$ cat config.mk
export PLATFORM = sky130hd
export DESIGN_NAME = tts_top
export DESIGN_NICKNAME = d
export VERILOG_FILES = /design/src/tts_pkg.sv /design/src/tts_top.sv
export SDC_FILE = /design/constraint.sdc
export NUM_CORES = 1
export LEC_CHECK = 0
export ABC_AREA = 1
export BUFFER_PORTS_ARGS = -buffer_cell sky130_fd_sc_hd__buf_2
export CAP_MARGIN = 15
export CORE_MARGIN = 2
export CORE_UTILIZATION = 57
export DETAILED_ROUTE_END_ITERATION = 6
export PLACE_DENSITY = 0.83
export SETUP_SLACK_MARGIN = 0.4
export SLEW_MARGIN = 0
export SYNTH_ARGS = -nofsm -noshare
export SYNTH_HDL_FRONTEND = slang
export SYNTH_SLANG_ARGS = --single-unit
export TNS_END_PERCENT = 1
$ cat constraint.sdc
create_clock -name clk_i -period 2.6 [get_ports clk_i]
set_clock_uncertainty 0.05 [all_clocks]
set_input_delay 0.52 -clock clk_i [delete_from_list [all_inputs] [get_ports clk_i]]
set_output_delay 0.52 -clock clk_i [all_outputs]
set_load 0.005 [all_outputs]
$ cat src/tts_pkg.sv
// Package: register map, field masks and reset values of the threshold block
package tts_pkg;

    localparam int          NUM_CH             = 5;

    // Register offsets
    localparam logic [7:0]  PRI_HI_FLAGS_OFS   = 8'h0c;
    localparam logic [7:0]  PRI_LO_FLAGS_OFS   = 8'h0d;
    localparam logic [7:0]  PRI_OVER_LIM_OFS   = 8'h1d;
    localparam logic [7:0]  PRI_OVER_LIM_LAST  = 8'h26;
    localparam logic [7:0]  PRI_UNDER_MSB_OFS  = 8'h27;
    localparam logic [7:0]  PRI_UNDER_LSB_OFS  = 8'h28;
    localparam logic [7:0]  SEC_OVER_LIM_OFS   = 8'h29;
    localparam logic [7:0]  SEC_OVER_LIM_LAST  = 8'h2d;
    localparam logic [7:0]  SEC_UNDER_LIM_OFS  = 8'h2e;
    localparam logic [7:0]  SEC_HI_FLAGS_OFS   = 8'h42;
    localparam logic [7:0]  SEC_LO_FLAGS_OFS   = 8'h43;

    // Field layout
    localparam logic [7:0]  FRAC_MASK          = 8'hf0;
    localparam logic [2:0]  FLAG_RSVD          = 3'h0;
    localparam logic [7:0]  INT_ALIGN          = 8'h00;
    localparam logic [7:0]  UNMAPPED_DATA      = 8'h00;

    // Reset values
    localparam logic [15:0] PRI_OVER_LIM_RST   = 16'h7f00;
    localparam logic [15:0] PRI_UNDER_LIM_RST  = 16'h8000;
    localparam logic [7:0]  SEC_OVER_LIM_RST   = 8'h7f;
    localparam logic [7:0]  SEC_UNDER_LIM_RST  = 8'h80;
    localparam logic [4:0]  FLAGS_RST          = 5'h00;
    localparam logic [7:0]  RDATA_RST          = 8'h00;

endpackage

$ cat src/tts_top.sv
// Thermal limit registers, status flags and alarm outputs of a five-channel
// temperature monitor
//
// Functional notes
// - Primary under LSB keeps only fraction bits
// - Stored limits never converted on format change
// - Shared secondary under limit drives secondary alarm
// - Secondary under limit is one signed byte
// - Primary high flag when above own limit
// - Primary low flag when below shared limit
// - Secondary high flag when above own limit
// - Secondary low flag when below shared limit
// - Reading a status register clears its flags
// - Bit 0 local, bits 1-4 remote, rest zero
// - Primary under MSB holds sign and integer
// - Primary over fault asserts primary alarm
// - Primary under fault asserts primary alarm
// - Secondary over fault asserts secondary alarm
module tts_top
    import tts_pkg::*;
(
    // Clock, reset, enable
    input  wire logic        clk_i,
    input  wire logic        srst_i,
    input  wire logic        ce_i,
    // Register access from the serial interface
    input  wire logic [7:0]  reg_addr_i,
    input  wire logic [7:0]  reg_wdata_i,
    input  wire logic        reg_wr_i,
    input  wire logic        reg_rd_i,
    output logic      [7:0]  reg_rdata_o,
    // Conversion results
    input  wire logic        conv_done_i,
    input  wire logic [2:0]  conv_chan_i,
    input  wire logic [15:0] conv_temp_i,
    // Alarm masks
    input  wire logic [4:0]  pri_alarm_mask_i,
    input  wire logic [4:0]  sec_alarm_mask_i,
    // Open-drain alarm pins
    output logic             primary_alarm_n_o,
    output logic             primary_alarm_oe_o,
    output logic             secondary_alarm_n_o,
    output logic             secondary_alarm_oe_o
);

    ////////////////////////////////////////////////////////////////////////
    // Storage
    logic [15:0] pri_over_lim_reg [NUM_CH];
    logic [7:0]  sec_over_lim_reg [NUM_CH];
    logic [15:0] pri_under_lim_reg;
    logic [7:0]  sec_under_lim_reg;
    logic [4:0]  pri_hi_reg;
    logic [4:0]  pri_lo_reg;
    logic [4:0]  sec_hi_reg;
    logic [4:0]  sec_lo_reg;
    logic [7:0]  rdata_reg;
    logic        pri_alarm_n_reg;
    logic        sec_alarm_n_reg;

    ////////////////////////////////////////////////////////////////////////
    // Address decode
    wire         wr_en       = ce_i & reg_wr_i;
    wire         rd_en       = ce_i & reg_rd_i;
    wire  [7:0]  po_rel      = reg_addr_i - PRI_OVER_LIM_OFS;
    wire  [7:0]  so_rel      = reg_addr_i - SEC_OVER_LIM_OFS;
    wire  [2:0]  po_idx      = po_rel[3:1];
    wire  [2:0]  so_idx      = so_rel[2:0];
    wire         po_lsb      = po_rel[0];
    wire         po_hit      = (reg_addr_i >= PRI_OVER_LIM_OFS) &&
                               (reg_addr_i <= PRI_OVER_LIM_LAST);
    wire         so_hit      = (reg_addr_i >= SEC_OVER_LIM_OFS) &&
                               (reg_addr_i <= SEC_OVER_LIM_LAST);
    wire         pu_msb_hit  = reg_addr_i == PRI_UNDER_MSB_OFS;
    wire         pu_lsb_hit  = reg_addr_i == PRI_UNDER_LSB_OFS;
    wire         su_hit      = reg_addr_i == SEC_UNDER_LIM_OFS;
    wire         pri_hi_clr  = rd_en && (reg_addr_i == PRI_HI_FLAGS_OFS);
    wire         pri_lo_clr  = rd_en && (reg_addr_i == PRI_LO_FLAGS_OFS);
    wire         sec_hi_clr  = rd_en && (reg_addr_i == SEC_HI_FLAGS_OFS);
    wire         sec_lo_clr  = rd_en && (reg_addr_i == SEC_LO_FLAGS_OFS);

    ////////////////////////////////////////////////////////////////////////
    // Limit registers
    // stored as written, LSB bytes masked to fraction bits
    // Values are kept once stored; the format bit elsewhere never rewrites
    // them, so software must reprogram limits after switching format.
    always_ff @(posedge clk_i) begin
        if (srst_i) begin
            for (int i = 0; i < NUM_CH; i++) begin
                pri_over_lim_reg[i] <= PRI_OVER_LIM_RST;
                sec_over_lim_reg[i] <= SEC_OVER_LIM_RST;
            end
            pri_under_lim_reg <= PRI_UNDER_LIM_RST;
            sec_under_lim_reg <= SEC_UNDER_LIM_RST;
        end else if (wr_en) begin
            if (po_hit && po_lsb)
                pri_over_lim_reg[po_idx][7:0] <= reg_wdata_i & FRAC_MASK;
            if (po_hit && !po_lsb)
                pri_over_lim_reg[po_idx][15:8] <= reg_wdata_i;
            if (so_hit)
                sec_over_lim_reg[so_idx] <= reg_wdata_i;
            if (pu_msb_hit)
                pri_under_lim_reg[15:8] <= reg_wdata_i;
            if (pu_lsb_hit)
                pri_under_lim_reg[7:0] <= reg_wdata_i & FRAC_MASK;
            if (su_hit)
                sec_under_lim_reg <= reg_wdata_i;
        end
    end

    ////////////////////////////////////////////////////////////////////////
    // Per-channel comparison
    logic [4:0] pri_hi_set;
    logic [4:0] pri_lo_set;
    logic [4:0] sec_hi_set;
    logic [4:0] sec_lo_set;
    wire signed [15:0] temp_s   = conv_temp_i;
    wire signed [15:0] pu_lim_s = pri_under_lim_reg;
    wire signed [15:0] su_lim_s = {sec_under_lim_reg, INT_ALIGN};

    for (genvar c = 0; c < NUM_CH; c++) begin : g_chan
        wire               sel      = ce_i & conv_done_i &
                                      (conv_chan_i == 3'(c));
        wire signed [15:0] po_lim_s = pri_over_lim_reg[c];
        wire signed [15:0] so_lim_s = {sec_over_lim_reg[c], INT_ALIGN};
        assign pri_hi_set[c] = sel & (temp_s > po_lim_s);
        assign pri_lo_set[c] = sel & (temp_s < pu_lim_s);
        assign sec_hi_set[c] = sel & (temp_s > so_lim_s);
        assign sec_lo_set[c] = sel & (temp_s < su_lim_s);
    end

    ////////////////////////////////////////////////////////////////////////
    // Status flags
    // clear on read
    // A fault seen in the very cycle of the read survives it.
    wire [4:0] pri_hi_next = (pri_hi_reg & ~{5{pri_hi_clr}}) | pri_hi_set;
    wire [4:0] pri_lo_next = (pri_lo_reg & ~{5{pri_lo_clr}}) | pri_lo_set;
    wire [4:0] sec_hi_next = (sec_hi_reg & ~{5{sec_hi_clr}}) | sec_hi_set;
    wire [4:0] sec_lo_next = (sec_lo_reg & ~{5{sec_lo_clr}}) | sec_lo_set;

    always_ff @(posedge clk_i) begin
        if (srst_i) begin
            pri_hi_reg <= FLAGS_RST;
            pri_lo_reg <= FLAGS_RST;
            sec_hi_reg <= FLAGS_RST;
            sec_lo_reg <= FLAGS_RST;
        end else if (ce_i) begin
            pri_hi_reg <= pri_hi_next;
            pri_lo_reg <= pri_lo_next;
            sec_hi_reg <= sec_hi_next;
            sec_lo_reg <= sec_lo_next;
        end
    end

    ////////////////////////////////////////////////////////////////////////
    // Alarms follow the unmasked flags
    // primary and secondary alarms, over or under
    wire pri_alarm = |((pri_hi_next | pri_lo_next) & ~pri_alarm_mask_i);
    wire sec_alarm = |((sec_hi_next | sec_lo_next) & ~sec_alarm_mask_i);

    always_ff @(posedge clk_i) begin
        if (srst_i) begin
            pri_alarm_n_reg <= 1'b1;
            sec_alarm_n_reg <= 1'b1;
        end else if (ce_i) begin
            pri_alarm_n_reg <= ~pri_alarm;
            sec_alarm_n_reg <= ~sec_alarm;
        end
    end

    ////////////////////////////////////////////////////////////////////////
    // Read data
    // channel bit layout
    logic [7:0] rd_mux;
    always_comb begin
        rd_mux = UNMAPPED_DATA;
        if (reg_addr_i == PRI_HI_FLAGS_OFS)
            rd_mux = {FLAG_RSVD, pri_hi_reg};
        else if (reg_addr_i == PRI_LO_FLAGS_OFS)
            rd_mux = {FLAG_RSVD, pri_lo_reg};
        else if (reg_addr_i == SEC_HI_FLAGS_OFS)
            rd_mux = {FLAG_RSVD, sec_hi_reg};
        else if (reg_addr_i == SEC_LO_FLAGS_OFS)
            rd_mux = {FLAG_RSVD, sec_lo_reg};
        else if (po_hit && po_lsb)
            rd_mux = pri_over_lim_reg[po_idx][7:0];
        else if (po_hit)
            rd_mux = pri_over_lim_reg[po_idx][15:8];
        else if (so_hit)
            rd_mux = sec_over_lim_reg[so_idx];
        else if (pu_msb_hit)
            rd_mux = pri_under_lim_reg[15:8];
        else if (pu_lsb_hit)
            rd_mux = pri_under_lim_reg[7:0];
        else if (su_hit)
            rd_mux = sec_under_lim_reg;
    end

    always_ff @(posedge clk_i) begin
        if (srst_i)
            rdata_reg <= RDATA_RST;
        else if (rd_en)
            rdata_reg <= rd_mux;
    end

    assign reg_rdata_o          = rdata_reg;
    assign primary_alarm_n_o    = pri_alarm_n_reg;
    assign primary_alarm_oe_o   = ~pri_alarm_n_reg;
    assign secondary_alarm_n_o  = sec_alarm_n_reg;
    assign secondary_alarm_oe_o = ~sec_alarm_n_reg;
endmodule

==> flow_metrics.env <==
export IMPL_status="finished, violations left"
export IMPL_violations="design-rule violations"
export IMPL_arrival_ns=2.51
export IMPL_r2r_start="pri_under_lim_reg[9]"
export IMPL_die_area_mm2=0.02418
export IMPL_place_gp_congestion=1.056
export IMPL_ys_ff_latch=210
export IMPL_drt_vias_per_instance=5.870
export IMPL_rows=55
export IMPL_critPathBufInv=4
export IMPL_htreeDepth=1
export IMPL_final_cells=2070
export IMPL_finalCritPeriodShare_pct=82.53
export IMPL_fmax_mhz=466.0
export IMPL_clockRootBuffer="clkbuf_16"
export IMPL_first_iter_violations=1563
export IMPL_holdWs_ns=0.2034
export IMPL_start_util_pct=57.97
export IMPL_startpoint_type="input pin"
export IMPL_path_class="input pin to flip-flop"
export IMPL_first_pass_iters=7
export IMPL_place_ws_ns=-0.03890
export IMPL_syn_inst=1619
export IMPL_routed_wl_um=42740
export IMPL_place_hpwl_um=32010
export IMPL_yosysWarnings=0
export IMPL_cts_made_buffers=24
export IMPL_num_vias=12150
export IMPL_drive_above_1_share_pct=16.64
export IMPL_syn_nets=1793
export IMPL_startpoint="reg_addr_i[1]"
export IMPL_power_density_mw_per_mm2=553.0
export IMPL_cpMaxStageDelayCell="ha_2"
export IMPL_worst_ir_drop_vdd_mv=0.5890
export IMPL_setup_viol=0
export IMPL_synth_edf_count=160
export IMPL_finalPower_uw=8534
export IMPL_min_period_ns=2.146
export IMPL_wl_per_cell_um=20.65
export IMPL_grt_max_degree=52
export IMPL_crit_chain="buf_2 > inv_1 > ha_2 > buf_12 > buf_4 > mux2i_1 > o21ai_0 > nand2_1 > nand2_1 > nand2_1 > nand3_1 > nand2_1 > nand2_1 > a21oi_1 > nor2_1"
export IMPL_leakage_uw=0.007072
export IMPL_ys_types=45
export IMPL_portBuffers=62
export IMPL_clockBufferDepth=3
export IMPL_holdBufCountCts=0
export IMPL_drc=2
export IMPL_rsz0062_at_grt="true"
export IMPL_gr_usage_all_layers_pct=35.26
export IMPL_syn_to_final_growth_pct=17.94
export IMPL_drv_slew=0
export IMPL_grt_overflow_total=0
export IMPL_grt_pass1_vias=11640
export IMPL_cpLargestDelayFamily="buffers and inverters"
export IMPL_maxSlewHeadroom_pct=51.45
export IMPL_crit_required_ns=2.96
export IMPL_ant_nets=0
export IMPL_antenna_cells=0
export IMPL_clk_pin_slew_ns=0.06
export IMPL_cts_tree="built"
export IMPL_clk_latency_ns=0.54
export IMPL_dieWidth_um=155.5
export IMPL_worst_pin_slew_ns=0.7274
export IMPL_grt_pass1_wl_um=64120
export IMPL_ys_seq_area_share_pct=44.37
export IMPL_avgSynthCellArea_um2=8.082
export IMPL_antenna_found_initial=1
export IMPL_placed_cells=2025
export IMPL_core_mm2=0.02257
export IMPL_synth_area_mm2=0.01309
export IMPL_async_flop_share_pct=0
export IMPL_cap_violations=0
export IMPL_die_h_um=155.5
export IMPL_post_route_worst_setup_slack_ns=0.4542
export IMPL_largest_register_ffs=96
export IMPL_end_kind="flip-flop"
export IMPL_crit_top_cell="nand2_1"
export IMPL_hold_viol=0
export IMPL_cts_sinks=210
export IMPL_min_from="reg_wdata_i[1]"
export IMPL_final_nets=1941
export IMPL_hold_path_class="input pin to flip-flop"
export IMPL_critical_path_max_stage_delay_ns=0.41
export IMPL_worst_path_max_fanout=15
export IMPL_ys_flop_type="edfxtp_1"
export IMPL_io_pins=63
==> routing by layer <==
metal / GRT usage, % / vias up / wire (µm) / share of wire, %
met3: 6.518 / 205 / 4276 / 10
met4: 19.79 / 0 / 2766 / 6.5
met5: 0 / - / 0 / 0
met1: 44.33 / 5575 / 16190 / 38
li1: - / 5632 / - / -
met2: 57.54 / 738 / 19500 / 46
==> cells in the final DEF, fill, tap and decap left out, types with 10 or more instances in the layout <==
cell	count
buf_4	90
inv_1	222
inv_2	17
buf_2	62
buf_12	10
nor3_1	14
a21oi_1	112
nand3_1	68
nand2_1	432
ha_1	120
nor2_1	124
clkbuf_16	24
dfxtp_1	50
nand2_2	25
o21ai_0	92
edfxtp_1	160
nor2_2	13
nand4_1	26
==> kinds of logic (layout without fill, tap and decap cells) <==
logic type / count (synthesis) / count (layout) / share of synthesized area (%)
flip-flops: 210 / 210 / 44.37
buffers and inverters: 285 / 451 / 8.529
AO/OA/AOI/OAI: 250 / 250 / 10.37
multiplexers: 4 / 4 / 0.3060
XOR/XNOR: 2 / 2 / 0.4207
adder cells (fa/ha/maj): 123 / 123 / 11.76
AND/OR/NAND/NOR: 745 / 745 / 24.24
==> worst paths after layout <==
| path | end | slack, ns | cells past startpoint |
|---|---|---|---|
| worst max register to register | primary_alarm_n_o | 0.47 | 13 |
| worst max-delay path | reg_rdata_o[4] | 0.45 | 15 |
| worst min register to register | reg_rdata_o[3] | 0.44 | 2 |
| worst min-delay path | pri_over_lim_reg[5][5] | 0.20 | 1 |
==> stage by stage <==
| step | TNS, ns | utilization, % | cell area (µm²) |
|---|---|---|---|
| finish | 0 | 68.37 | 15430 |
| global route | 0 | 68.37 | 15430 |
| floorplan | 0 | - | 13290 |
| global placement | 0 | 64.68 | 14600 |
| detailed placement | -0.5947 | 64.68 | 14600 |
| CTS | 0 | 68.17 | 15390 |
==> synthesized netlist by cell type, types with 3 or more instances <==
| library cell | number | area [µm²] |
|---|---|---|
| nand2_1 | 453 | 1700 |
| inv_1 | 225 | 844.6 |
| edfxtp_1 | 160 | 4805 |
| nor2_1 | 133 | 499.2 |
| ha_1 | 123 | 1539 |
| a21oi_1 | 113 | 565.5 |
| o21ai_0 | 93 | 465.5 |
| nand3_1 | 71 | 355.3 |
| dfxtp_1 | 50 | 1001 |
| nand4_1 | 26 | 162.7 |
| clkbuf_1 | 19 | 71.32 |
| buf_2 | 16 | 80.08 |
| inv_2 | 16 | 60.06 |
| nor3_1 | 14 | 70.07 |
| nand2_2 | 12 | 75.07 |
| nor2_2 | 12 | 75.07 |
| o21bai_1 | 9 | 67.56 |
| o211ai_1 | 8 | 60.06 |
| o22ai_1 | 6 | 37.54 |
| or2_2 | 6 | 37.54 |
| o21a_1 | 5 | 37.54 |
| a211oi_1 | 4 | 30.03 |
| clkinv_1 | 4 | 15.01 |
| mux2i_1 | 4 | 40.04 |
| a21o_1 | 3 | 22.52 |
| buf_6 | 3 | 33.78 |
| nor3b_1 | 3 | 22.52 |
| o21ai_1 | 3 | 15.01 |
==> what timing repair did <==
item,CTS,global route
resized for setup,0,12
setup buffers,0,1
setup endpoints to repair,0,35
==> power by group <==
part	internal (µW)	total [µW]	switching (µW)
Clock	2000	3410	1410
Combinational	479	1380	904
Sequential	3690	3740	46.5
Total	6170	8530	2360
==> cell type report <==
| class | count | area, µm² |
|---|---|---|
| repair buffers | 162 | 1186 |
| multi-input cells | 1124 | 6365 |
| well taps | 285 | 356.6 |
| flip-flops and latches | 210 | 5806 |
| clock buffers | 29 | 619.3 |
| inverters | 245 | 932.1 |
| clock inverters | 15 | 167.7 |
| fillers | 1736 | 7139 |
(Power assumes the default switching activity.)
